## src/hdl/fskm_pkg.sv

```systemverilog
// package: register map, field positions and timing constants of the fsk tape modem
package fskm_pkg;
    // register word addresses (byte address = 4 * index)
    localparam logic [3:0] FSKM_ADDR_STATUS  = 4'h0;
    localparam logic [3:0] FSKM_ADDR_CONTROL = 4'h1;
    localparam logic [3:0] FSKM_ADDR_RATE    = 4'h2;
    // status bit positions
    localparam int ST_PIN   = 7;
    localparam int ST_LEVEL = 6;
    localparam int ST_SLOW  = 5;
    localparam int ST_FAST  = 4;
    localparam int ST_POL   = 1;
    localparam int ST_PFOUND = 0;
    // control bit positions
    localparam int CT_TX_RUN   = 7;
    localparam int CT_CLR_RATE = 4;
    localparam int CT_RX_RUN   = 3;
    localparam int CT_APOL_OFF = 2;
    localparam int CT_MAN_POL  = 1;
    localparam int CT_CLR_POL  = 0;
    // rate register: bit 0 transmit path select, bit 1 receive path select
    localparam int RT_TX_PATH = 0;
    localparam int RT_RX_PATH = 1;
    localparam logic [7:0] FSKM_CONTROL_RESET = 8'h00;
    localparam logic [7:0] FSKM_RATE_RESET    = 8'h00;
    // demodulator phase counts
    localparam logic [4:0] PH_LOAD   = 5'h01;
    localparam logic [4:0] PH_DECIDE = 5'h0d;
    localparam logic [4:0] PH_SLOW   = 5'h15;
    // oversampling ratio and fixed sync rate divider (fine clock / 512 per bit)
    localparam int OVERSAMPLE     = 16;
    localparam int SYNC_BIT_DIV   = 512;
    localparam int SYNC_TICK_DIV  = SYNC_BIT_DIV / OVERSAMPLE;
    localparam int POL_TAPS       = 12;
endpackage
```

## src/hdl/fskm_modem.sv

```systemverilog
// fsk tape modem: modulator, demodulator, polarity follow-up, avalon slave
//
// The placing of the registers and the Avalon-MM interface to the registers were left to the implementer.
module fskm_modem
    import fskm_pkg::*;
(
    input  wire logic       i_sys_clk,
    input  wire logic       i_rstn,
    input  wire logic [3:0] i_avs_address,
    input  wire logic       i_avs_read,
    input  wire logic       i_avs_write,
    input  wire logic [31:0] i_avs_writedata,
    output logic [31:0]     o_avs_readdata,
    output logic            o_avs_waitrequest,
    input  wire logic       i_fine_tick16,
    input  wire logic       i_tx_tick16,
    input  wire logic       i_rx_tick16,
    input  wire logic       i_tx_serial,
    input  wire logic       i_sync_serial,
    input  wire logic       i_fsk_in_pin,
    output logic            o_fsk_out_pin,
    output logic            o_rx_serial,
    output logic            o_rx_bit_done,
    output logic            o_sync_serial,
    output logic            o_sync_bit_done
);
    import fskm_pkg::*;

    // tap positions and the phase counts assume this sampling layout
    if (OVERSAMPLE != 16 || POL_TAPS != 12)
        $error("fskm_modem: unsupported sampling layout");

    logic [7:0] control;
    logic [7:0] rate_sel;
    logic [2:0] pin_sync;
    logic       pin_level;
    logic [4:0] sync_div;
    logic       sync_tick16;
    logic       tx_tick16;
    logic       rx_tick16;
    logic [3:0] tx_phase;
    logic       tx_bit;
    logic [4:0] phase;
    logic       seen_rise;
    logic       temp_bit;
    logic       prev_in;
    logic       demod_level_flag;
    logic       carrier_slow_flag;
    logic       carrier_fast_flag;
    logic       polarity_result;
    logic       polarity_found_flag;
    logic [11:0] pol_shift;
    logic       pol_detect;
    logic       pol_value;
    logic       polar_in;
    logic       rise;
    logic       wr_ctl;
    logic       rd_pend;
    logic       bit_done;
    logic       bit_value;

    // three-stage synchroniser; a change counts when stages two and three agree
    always_ff @(posedge i_sys_clk or negedge i_rstn)
    begin
        if (!i_rstn)
            pin_sync <= 3'h0;
        else
            pin_sync <= {pin_sync[1:0], i_fsk_in_pin};
    end

    always_ff @(posedge i_sys_clk or negedge i_rstn)
    begin
        if (!i_rstn)
            pin_level <= 1'b0;
        else if (pin_sync[1] == pin_sync[2])
            pin_level <= pin_sync[2];
    end

    // fixed 1200 bps sampling tick: fine clock 16x ticks divided by 2, so /32 per bit
    always_ff @(posedge i_sys_clk or negedge i_rstn)
    begin
        if (!i_rstn)
        begin
            sync_div    <= 5'h00;
            sync_tick16 <= 1'b0;
        end
        else
        begin
            sync_tick16 <= 1'b0;
            if (i_fine_tick16)
            begin
                if (sync_div == 5'(SYNC_TICK_DIV / OVERSAMPLE - 1))
                begin
                    sync_div    <= 5'h00;
                    sync_tick16 <= 1'b1;
                end
                else
                    sync_div <= sync_div + 5'h01;
            end
        end
    end

    // path selection of sampling rates
    assign tx_tick16 = rate_sel[RT_TX_PATH] ? i_tx_tick16 : sync_tick16;
    assign rx_tick16 = rate_sel[RT_RX_PATH] ? i_rx_tick16 : sync_tick16;

    // modulator: phase 0..15 per bit; mark toggles every 4, space every 8
    always_ff @(posedge i_sys_clk or negedge i_rstn)
    begin
        if (!i_rstn)
        begin
            tx_phase      <= 4'h0;
            tx_bit        <= 1'b0;
            o_fsk_out_pin <= 1'b0;
        end
        else if (!control[CT_TX_RUN])
        begin
            tx_phase      <= 4'h0;
            o_fsk_out_pin <= 1'b0;
        end
        else if (tx_tick16)
        begin
            tx_phase <= tx_phase + 4'h1;
            if (tx_phase == 4'h0)
            begin
                tx_bit        <= rate_sel[RT_TX_PATH] ? i_tx_serial
                                                      : i_sync_serial;
                o_fsk_out_pin <= 1'b1;
            end
            else if (tx_bit ? (tx_phase[1:0] == 2'h0)
                            : (tx_phase[2:0] == 3'h0))
                o_fsk_out_pin <= ~o_fsk_out_pin;
        end
    end

    // polarity: manual bit or detected result drives inversion
    assign polar_in = control[CT_APOL_OFF] ? (pin_level ^ control[CT_MAN_POL])
                                           : (pin_level ^ polarity_result);
    // only taps 7 and 8 differ from 1,5,6,12: a mark-to-space transition
    assign pol_detect = (pol_shift[11] == pol_shift[5])
                        && (pol_shift[5] == pol_shift[4])
                        && (pol_shift[4] == pol_shift[0])
                        && (pol_shift[7] != pol_shift[11])
                        && (pol_shift[6] != pol_shift[11]);
    // positive when the space starts on a falling edge (tap 7 high)
    assign pol_value = ~pol_shift[5];
    assign rise = rx_tick16 && polar_in && !prev_in;

    always_ff @(posedge i_sys_clk or negedge i_rstn)
    begin
        if (!i_rstn)
        begin
            pol_shift       <= 12'h000;
            polarity_result <= 1'b0;
        end
        else if (rx_tick16 && control[CT_RX_RUN])
        begin
            pol_shift <= {pol_shift[10:0], pin_level};
            if (pol_detect && !control[CT_APOL_OFF])
                polarity_result <= pol_value;
        end
    end

    // demodulator phase counter and decision
    assign bit_done = rx_tick16 && control[CT_RX_RUN] && phase == PH_DECIDE;
    assign bit_value = seen_rise && !temp_bit;

    always_ff @(posedge i_sys_clk or negedge i_rstn)
    begin
        if (!i_rstn)
        begin
            phase      <= 5'h00;
            seen_rise  <= 1'b0;
            temp_bit   <= 1'b0;
            prev_in    <= 1'b0;
        end
        else if (!control[CT_RX_RUN])
        begin
            phase     <= 5'h00;
            seen_rise <= 1'b0;
            temp_bit  <= 1'b0;
        end
        else if (rx_tick16)
        begin
            prev_in <= polar_in;
            if (pol_detect && !control[CT_APOL_OFF])
            begin
                phase     <= PH_LOAD;
                seen_rise <= 1'b0;
                temp_bit  <= 1'b0;
            end
            else if (phase == 5'h00)
            begin
                if (rise)
                    phase <= PH_LOAD;
            end
            else if (rise && phase < PH_DECIDE && !temp_bit)
            begin
                seen_rise <= 1'b1;
                phase     <= phase + 5'h01;
            end
            else if (rise)
            begin
                // next bit starts; an edge also ends a run of temporary bits
                phase     <= PH_LOAD;
                seen_rise <= 1'b0;
                temp_bit  <= 1'b0;
            end
            else if (phase == PH_SLOW)
            begin
                phase     <= PH_LOAD;
                seen_rise <= 1'b0;
                temp_bit  <= 1'b1;
            end
            else
                phase <= phase + 5'h01;
        end
    end

    // outputs toward receiver and sync detector; temporary bit reads high
    always_ff @(posedge i_sys_clk or negedge i_rstn)
    begin
        if (!i_rstn)
        begin
            o_rx_serial      <= 1'b1;
            o_rx_bit_done    <= 1'b0;
            o_sync_serial    <= 1'b1;
            o_sync_bit_done  <= 1'b0;
            demod_level_flag <= 1'b0;
        end
        else
        begin
            o_rx_bit_done   <= bit_done && rate_sel[RT_RX_PATH];
            o_sync_bit_done <= bit_done && !rate_sel[RT_RX_PATH];
            if (bit_done)
            begin
                demod_level_flag <= bit_value;
                if (rate_sel[RT_RX_PATH])
                    o_rx_serial <= bit_value || temp_bit;
                else
                    o_sync_serial <= bit_value || temp_bit;
            end
        end
    end

    // sticky flags; a set in the same cycle as a clear wins
    // a write lands only at the edge where waitrequest is low
    assign wr_ctl = i_avs_write && !o_avs_waitrequest
                    && i_avs_address == FSKM_ADDR_CONTROL;

    always_ff @(posedge i_sys_clk or negedge i_rstn)
    begin
        if (!i_rstn)
        begin
            carrier_slow_flag   <= 1'b0;
            carrier_fast_flag   <= 1'b0;
            polarity_found_flag <= 1'b0;
        end
        else
        begin
            if (rx_tick16 && control[CT_RX_RUN] && phase == PH_SLOW
                && !rise)
                carrier_slow_flag <= 1'b1;
            else if (wr_ctl && i_avs_writedata[CT_CLR_RATE])
                carrier_slow_flag <= 1'b0;
            if (rx_tick16 && control[CT_RX_RUN] && rise && seen_rise
                && phase < PH_DECIDE)
                carrier_fast_flag <= 1'b1;
            else if (wr_ctl && i_avs_writedata[CT_CLR_RATE])
                carrier_fast_flag <= 1'b0;
            if (rx_tick16 && control[CT_RX_RUN] && pol_detect)
                polarity_found_flag <= 1'b1;
            else if (wr_ctl && i_avs_writedata[CT_CLR_POL])
                polarity_found_flag <= 1'b0;
        end
    end

    // register writes; clear bits are pulses and are not stored
    always_ff @(posedge i_sys_clk or negedge i_rstn)
    begin
        if (!i_rstn)
        begin
            control  <= FSKM_CONTROL_RESET;
            rate_sel <= FSKM_RATE_RESET;
        end
        else if (i_avs_write && !o_avs_waitrequest)
        begin
            if (i_avs_address == FSKM_ADDR_CONTROL)
                control <= i_avs_writedata[7:0]
                    & ~(8'h01 << CT_CLR_RATE) & ~(8'h01 << CT_CLR_POL);
            else if (i_avs_address == FSKM_ADDR_RATE)
                rate_sel <= i_avs_writedata[7:0] & 8'h03;
        end
    end

    // every transfer waits one cycle so readdata comes from a flip-flop
    always_ff @(posedge i_sys_clk or negedge i_rstn)
    begin
        if (!i_rstn)
        begin
            rd_pend        <= 1'b0;
            o_avs_readdata <= 32'h0000_0000;
        end
        else
        begin
            rd_pend <= (i_avs_read || i_avs_write) && !rd_pend;
            if (i_avs_read && !rd_pend)
            begin
                unique case (i_avs_address)
                    FSKM_ADDR_STATUS:
                        o_avs_readdata <= {24'h000000, pin_level,
                            demod_level_flag, carrier_slow_flag,
                            carrier_fast_flag, 2'h0, polarity_result,
                            polarity_found_flag};
                    FSKM_ADDR_RATE:
                        o_avs_readdata <= {24'h000000, rate_sel};
                    default:
                        o_avs_readdata <= 32'h0000_0000; // write-only or unmapped
                endcase
            end
        end
    end

    always_ff @(posedge i_sys_clk or negedge i_rstn)
    begin
        if (!i_rstn)
            o_avs_waitrequest <= 1'b1;
        else
            o_avs_waitrequest <= !((i_avs_read || i_avs_write) && !rd_pend);
    end

    // checks
    slow_flag_a: assert property (@(posedge i_sys_clk) disable iff (!i_rstn)
        (rx_tick16 && control[CT_RX_RUN] && phase == PH_SLOW && !rise)
        |=> carrier_slow_flag) else $error("slow flag not set");
    pol_flag_a: assert property (@(posedge i_sys_clk) disable iff (!i_rstn)
        (rx_tick16 && control[CT_RX_RUN] && pol_detect)
        |=> polarity_found_flag) else $error("found flag missed");
    strobe_a: assert property (@(posedge i_sys_clk) disable iff (!i_rstn)
        bit_done && rate_sel[RT_RX_PATH] |=> o_rx_bit_done)
        else $error("bit strobe missing");
    temp_high_a: assert property (@(posedge i_sys_clk) disable iff (!i_rstn)
        bit_done && temp_bit && rate_sel[RT_RX_PATH]
        |=> o_rx_serial && !demod_level_flag)
        else $error("temporary bit level wrong");
    tx_halt_a: assert property (@(posedge i_sys_clk) disable iff (!i_rstn)
        !control[CT_TX_RUN] |=> !o_fsk_out_pin)
        else $error("modulator not halted");
    rx_halt_a: assert property (@(posedge i_sys_clk) disable iff (!i_rstn)
        !control[CT_RX_RUN] |=> phase == 5'h00)
        else $error("demodulator not halted");
    clr_rate_a: assert property (@(posedge i_sys_clk) disable iff (!i_rstn)
        wr_ctl && i_avs_writedata[CT_CLR_RATE] && !rx_tick16
        |=> !carrier_slow_flag && !carrier_fast_flag)
        else $error("rate flags not cleared");
    phase_max_a: assert property (@(posedge i_sys_clk) disable iff (!i_rstn)
        phase <= PH_SLOW) else $error("phase beyond slow limit");
    cover_bit_c: cover property (@(posedge i_sys_clk) o_rx_bit_done);
    cover_slow_c: cover property (@(posedge i_sys_clk) carrier_slow_flag);
    cover_pol_c: cover property (@(posedge i_sys_clk) polarity_found_flag);
endmodule

```

## config.mk

```make
export PLATFORM = sky130hd
export DESIGN_NAME = fskm_modem
export DESIGN_NICKNAME = d
export VERILOG_FILES = /design/src/hdl/fskm_pkg.sv /design/src/hdl/fskm_modem.sv
export SDC_FILE = /design/constraint.sdc
export NUM_CORES = 1
export LEC_CHECK = 0
export BUFFER_PORTS_ARGS = -buffer_cell sky130_fd_sc_hd__buf_2
export CAP_MARGIN = 20
export CELL_PAD_IN_SITES_DETAIL_PLACEMENT = 1
export CELL_PAD_IN_SITES_GLOBAL_PLACEMENT = 1
export CORE_ASPECT_RATIO = 1.1
export CORE_MARGIN = 4
export CORE_UTILIZATION = 36
export CTS_CLUSTER_SIZE = 10
export DETAILED_ROUTE_END_ITERATION = 6
export PLACE_DENSITY_LB_ADDON = 0.2
export SYNTH_ARGS = -nofsm -noshare
export SYNTH_HDL_FRONTEND = slang
export SYNTH_SLANG_ARGS = --single-unit
```

## constraint.sdc

```tcl
create_clock -name i_sys_clk -period 1.9 [get_ports i_sys_clk]
set_input_delay 0.38 -clock i_sys_clk [delete_from_list [all_inputs] [get_ports i_sys_clk]]
set_output_delay 0.38 -clock i_sys_clk [all_outputs]
set_load 0.05 [all_outputs]
```

Word-level counts from Yosys, hierarchy flattened

Cells that the tools add are included.
W data, S select, Z words.

Register bits: 87
Input port bits: 46
Output and inout bits: 38
Logic and storage cells: 152

$add $sub $neg: 3
Order comparisons: 1
Equality and inequality tests: 19
Muxes and demuxes: 42
Bitwise logic cells: 6
Reduce and logical (&&, ||, !) cells: 55

Operator list:

| kind                  | number |
|---|---|
| $mux W5               | 9 |
| $mux W1               | 30 |
| $logic_and A1 B1 Y1   | 26 |
| $pmux W8 S2           | 1 |
| $reduce_and A2 Y1     | 7 |
| $add A5 B1 Y5 const B | 2 |
| $reduce_and A3 Y1     | 3 |
| $logic_not A1 Y1      | 8 |
| $logic_not A4 Y1      | 2 |
| $mux W4               | 2 |
| $ne A3 B3 Y1 const B  | 2 |
| $reduce_bool A2 Y1    | 3 |
| $eq A5 B1 Y1 const B  | 1 |
| $eq A5 B4 Y1 const B  | 1 |
| $eq A5 B5 Y1 const B  | 1 |
| $logic_not A5 Y1      | 1 |
| $lt A5 B4 Y1 const B  | 1 |
| $ne A5 B1 Y1 const B  | 1 |
| $add A4 B1 Y4 const B | 1 |
| $eq A1 B1 Y1          | 4 |
| $eq A4 B1 Y1 const B  | 1 |
| $eq A4 B2 Y1 const B  | 1 |
| $ne A2 B1 Y1 const B  | 2 |
| $ne A4 B1 Y1 const B  | 1 |
| other kinds (9)       | 15 |

Logic depth before layout (Yosys ltp)

Depth in word-level cells: 11
Gate-level depth with buffers: 7
Depth with buffers taken out: 7

Worst setup path before layout

No wires, ideal clock.

Path type: register to register
Start point: register phase[0]
End point: register phase[2]
Setup time: 134 ps
Arrival: 1,818 ps
Path slack: -52 ps
Stages on the path, launching flop included: 8
Buffers on the path: 0
Clock period less this slack: 1,952 ps
Cell sequence: dfrtp_1 inv_1 ha_1 or4b_4 a221oi_4 o221a_4 o21bai_2 o211ai_2

Word-level cells in the longest chain between the ends: 8

RTL lines:

| what                                                  | RTL line                             | text |
|---|---|---|
| from (decl)                                           | fskm_modem.sv:43                     | `logic [4:0] phase;` |
| from (signal assigned)                                | fskm_modem.sv:200                    | `phase <= phase + 5'h01;` |
| from (signal assigned)                                | fskm_modem.sv:216                    | `phase <= phase + 5'h01;` |
| $add A5 B1 Y5 (tied with other cells)                 | fskm_modem.sv:200, fskm_modem.sv:216 |  |
| $mux W5 / $logic_and A1 B1 Y1 (equally long branches) | fskm_modem.sv:209, fskm_modem.sv:197 |  |
| $mux W5 / $logic_and A1 B1 Y1 (equally long branches) | fskm_modem.sv:202, fskm_modem.sv:197 |  |
| $mux W5                                               | fskm_modem.sv:197                    | `else if (rise && phase < PH_DECIDE && !temp_bit)` |
| $mux W5                                               | fskm_modem.sv:192                    | `else if (phase == 5'h00)` |
| $mux W5                                               | fskm_modem.sv:186                    | `if (pol_detect && !control[CT_APOL_OFF])` |
| $mux W5                                               | fskm_modem.sv:183                    | `else if (rx_tick16)` |
| $mux W5                                               | fskm_modem.sv:177                    | `else if (!control[CT_RX_RUN])` |

Parallel ways exist; a longest one is shown, timed or not. The select of a mux whose other input is x is not followed.
A chain may end at the register's enable or synchronous reset.

Worst setup path after layout

Same ends and word-level chain as after synthesis.

==> impl_metrics.yaml <==
timing:
  hold_violations: 0
  period_needed_ps: 1976
  slew_headroom_pct: 56.68
  rsz0062_at_grt: "yes"
  slew_viol_final: 0
  worst_pin_slew_ps: 640.7
  finalCritPeriodShare_pct: 104.0
  fmax_mhz: 506.0
  fin_ws_ps: -76.25
  hold-worst-slack_ps: 26.06
  skew_ps: 10.38
  setup_viol: 4
drt:
  first_iter_violations: 82
  drc_errors: 0
  viasPerCell: 4.844
  routed_wl_um: 6965
  wl_per_cell_um: 14.85
  dr.pass1.iters: 4
  drtAntennaViolNets: 0
  vias: 2272
outcome:
  status: "finished with violations"
  violations: "negative setup slack"
global_route:
  track_usage_pct: 15.05
  antenna_found_initial: 0
  grt_max_degree: 23
  grt_pass1_wl_um: 11510
  grt_pass1_vias: 2373
  overflow: 0
power_and_ir_drop:
  power.density_nw_per_um2: 1145
  peakVddDrop_v: 0.0005410
  power.leakage_nw: 1.820
  fin_total_pwr_mw: 4.312
flow_run:
  max_cap_viol_count: 0
placed_design:
  io_buffers: 31
  place.gp.congestion: 0.8364
  placed_area_um2: 3442
  post-dp-hpwl_um: 5294
worst_setup_path:
  r2r_setup_slack_ps: -80
  arrival_ps: 2240
  ff2ff_path_depth: 8
  r2r_start: "phase[0]"
  path_class: "flop to flop"
  r2r_end: "phase[2]"
  critPathLaunchType: "flop"
  critPathMaxFanout: 5
  end_kind: "flop"
  worstPathRequired_ps: 2160
clock_network:
  cts_made_buffers: 9
  root_buffer: "clkbuf_8"
  clock_latency_ps: 340
  hold_buffers: 0
  clock_path_buffers: 2
  htreeDepth: 3
  cts_sinks: 59
  cts_tree: "yes"
  clkTransAtPathRegs_ps: 70
logic_synthesis:
  ys_warn_count: 0
  mappedNetlistArea_um2: 3029
  synthArstFlopShare_pct: 100.0
  ys_ff_latch: 59
  synthDistinctLibCells: 57
  ys_seq_area_share_pct: 48.86
  synth_edf_count: 0
  ys.flop_type: "dfrtp_1"
  syn_area_per_cell_um2: 10.67
  synthCells: 284
worst_hold_path:
  hold_class: "input port to async pin"
layout:
  final_cell_mix: "dfrtp_1, nand2_1, buf_4, buf_2, conb_1"
  fillers: 917
  final_util_pct: 46.83
  drive_above_1_share_pct: 33.52
  synthToLayoutAreaGrowth_pct: 24.29
  nets: 409
  final-seq-area_um2: 1480
  antenna_cells: 0
  fin_area_um2: 3765
  multi_input_comb_area_um2: 1424
  final_common_cell: "dfrtp_1"
die:
  fp-row-count: 34
  io_pins: 84
  initial_utilization_pct: 37.68
  core-area_um2: 8040
  die_area_um2: 9947
  dieHeight_um: 104.2
  die_w_um: 95.46
## per-layer routing
metal  up-vias  GRT usage, %  wire, um
met5         -             0         0
met4         0         7.317       165
met3        11         3.039       247
met2        44         25.51      3591
met1      1130         17.78      2961
li1       1087             -         -
## how the worst max path moves through the flow
stage	end	slack (ps)	start	cells past startpoint
detailed placement	phase[4]	-240	phase[0]	7
global placement	phase[4]	-160	phase[0]	7
finish	phase[2]	-80	phase[0]	8
global route	phase[2]	-180	phase[0]	8
floorplan	phase[2]	-30	phase[0]	7
CTS	phase[2]	-60	phase[1]	7
## power by group
part           switching, mW  internal, mW
sequential             0.223          1.52
clock                  0.514         0.640
combinational          0.766         0.647
## worst max-delay path, stage by stage (launching register included)
cell and delay (ps):
dfrtp_1 390, buf_4 150, buf_4 130, o211ai_1 240, nand4_1 190, nor4_4 410
buf_4 200, o21bai_4 60, o211ai_2 140
## what timing repair did
action	4_1_cts	5_1_grt
endpoints found under the setup margin	6	7
pin swaps	3	5
endpoints found under the hold margin	0	0
buffers inserted	4	5
resized for setup	7	7
## synthesized netlist by cell type, types with 2 or more instances
library cell | n | area share [%]
clkbuf_1 | 2 | 0.25
nor4_2 | 2 | 0.83
dfstp_2 | 3 | 2.6
o21ai_1 | 4 | 0.66
o31ai_1 | 3 | 0.74
xor2_1 | 2 | 0.58
nor2_1 | 17 | 2.1
buf_4 | 26 | 6.4
nand2b_1 | 4 | 0.83
dfrtp_1 | 56 | 46
nor2b_1 | 2 | 0.41
and3_1 | 2 | 0.41
o21ai_0 | 9 | 1.5
nand4b_1 | 2 | 0.58
nand3b_1 | 2 | 0.50
and2_1 | 5 | 1.0
nor3_1 | 5 | 0.83
a22o_1 | 5 | 1.4
nand3_1 | 6 | 0.99
xnor2_1 | 5 | 1.4
a21oi_1 | 9 | 1.5
ha_1 | 7 | 2.9
inv_1 | 10 | 1.2
nand4_1 | 4 | 0.83
o211ai_1 | 4 | 0.99
mux2i_1 | 7 | 2.3
mux2_2 | 15 | 5.6
nand2_1 | 33 | 4.1
buf_2 | 4 | 0.66
a211oi_1 | 2 | 0.50
## state kept, by name, indices dropped and copies added (netlist names), 2 cells and up
signal	flops
sync_div	5
phase	5
tx_phase	4
control	4
pol_shift	12
rate_sel	2
o_avs_readdata	6
pin_sync	3
## per-stage QoR
stage,TNS [ps],setup slack [ps],std cells
final,-212.8,-76.25,469
after global routing,-879.0,-176.4,469
after CTS,-161.2,-60.13,464
after detailed placement,-820.1,-241.2,444
after global placement,-490.9,-163.8,444
after floorplan,-44.62,-27.69,309
## cell families (layout without fill, tap and decap cells)
family                   after synthesis  in the layout  synth area share, %
adder cells (fa/ha/maj)                8              8                3.222
buffers and inverters                 43             95                8.964
XOR/XNOR                               7              7                2.024
multiplexers                          22             22                7.889
other                                  1             26               0.1238
AO/OA/AOI/OAI                         49             49                12.06
AND/OR/NAND/NOR                       95             95                16.85
flip-flops                            59             59                48.86
## layout make-up
class,count,area share [%]
Tap cell,108,3.589
Timing Repair Buffer,69,12.89
Multi-Input combinational cell,207,37.82
Clock buffer,10,3.656
Clock inverter,6,1.728
Sequential cell,59,39.32
Inverter,10,0.9970
Power figures use the tool's default switching activity.
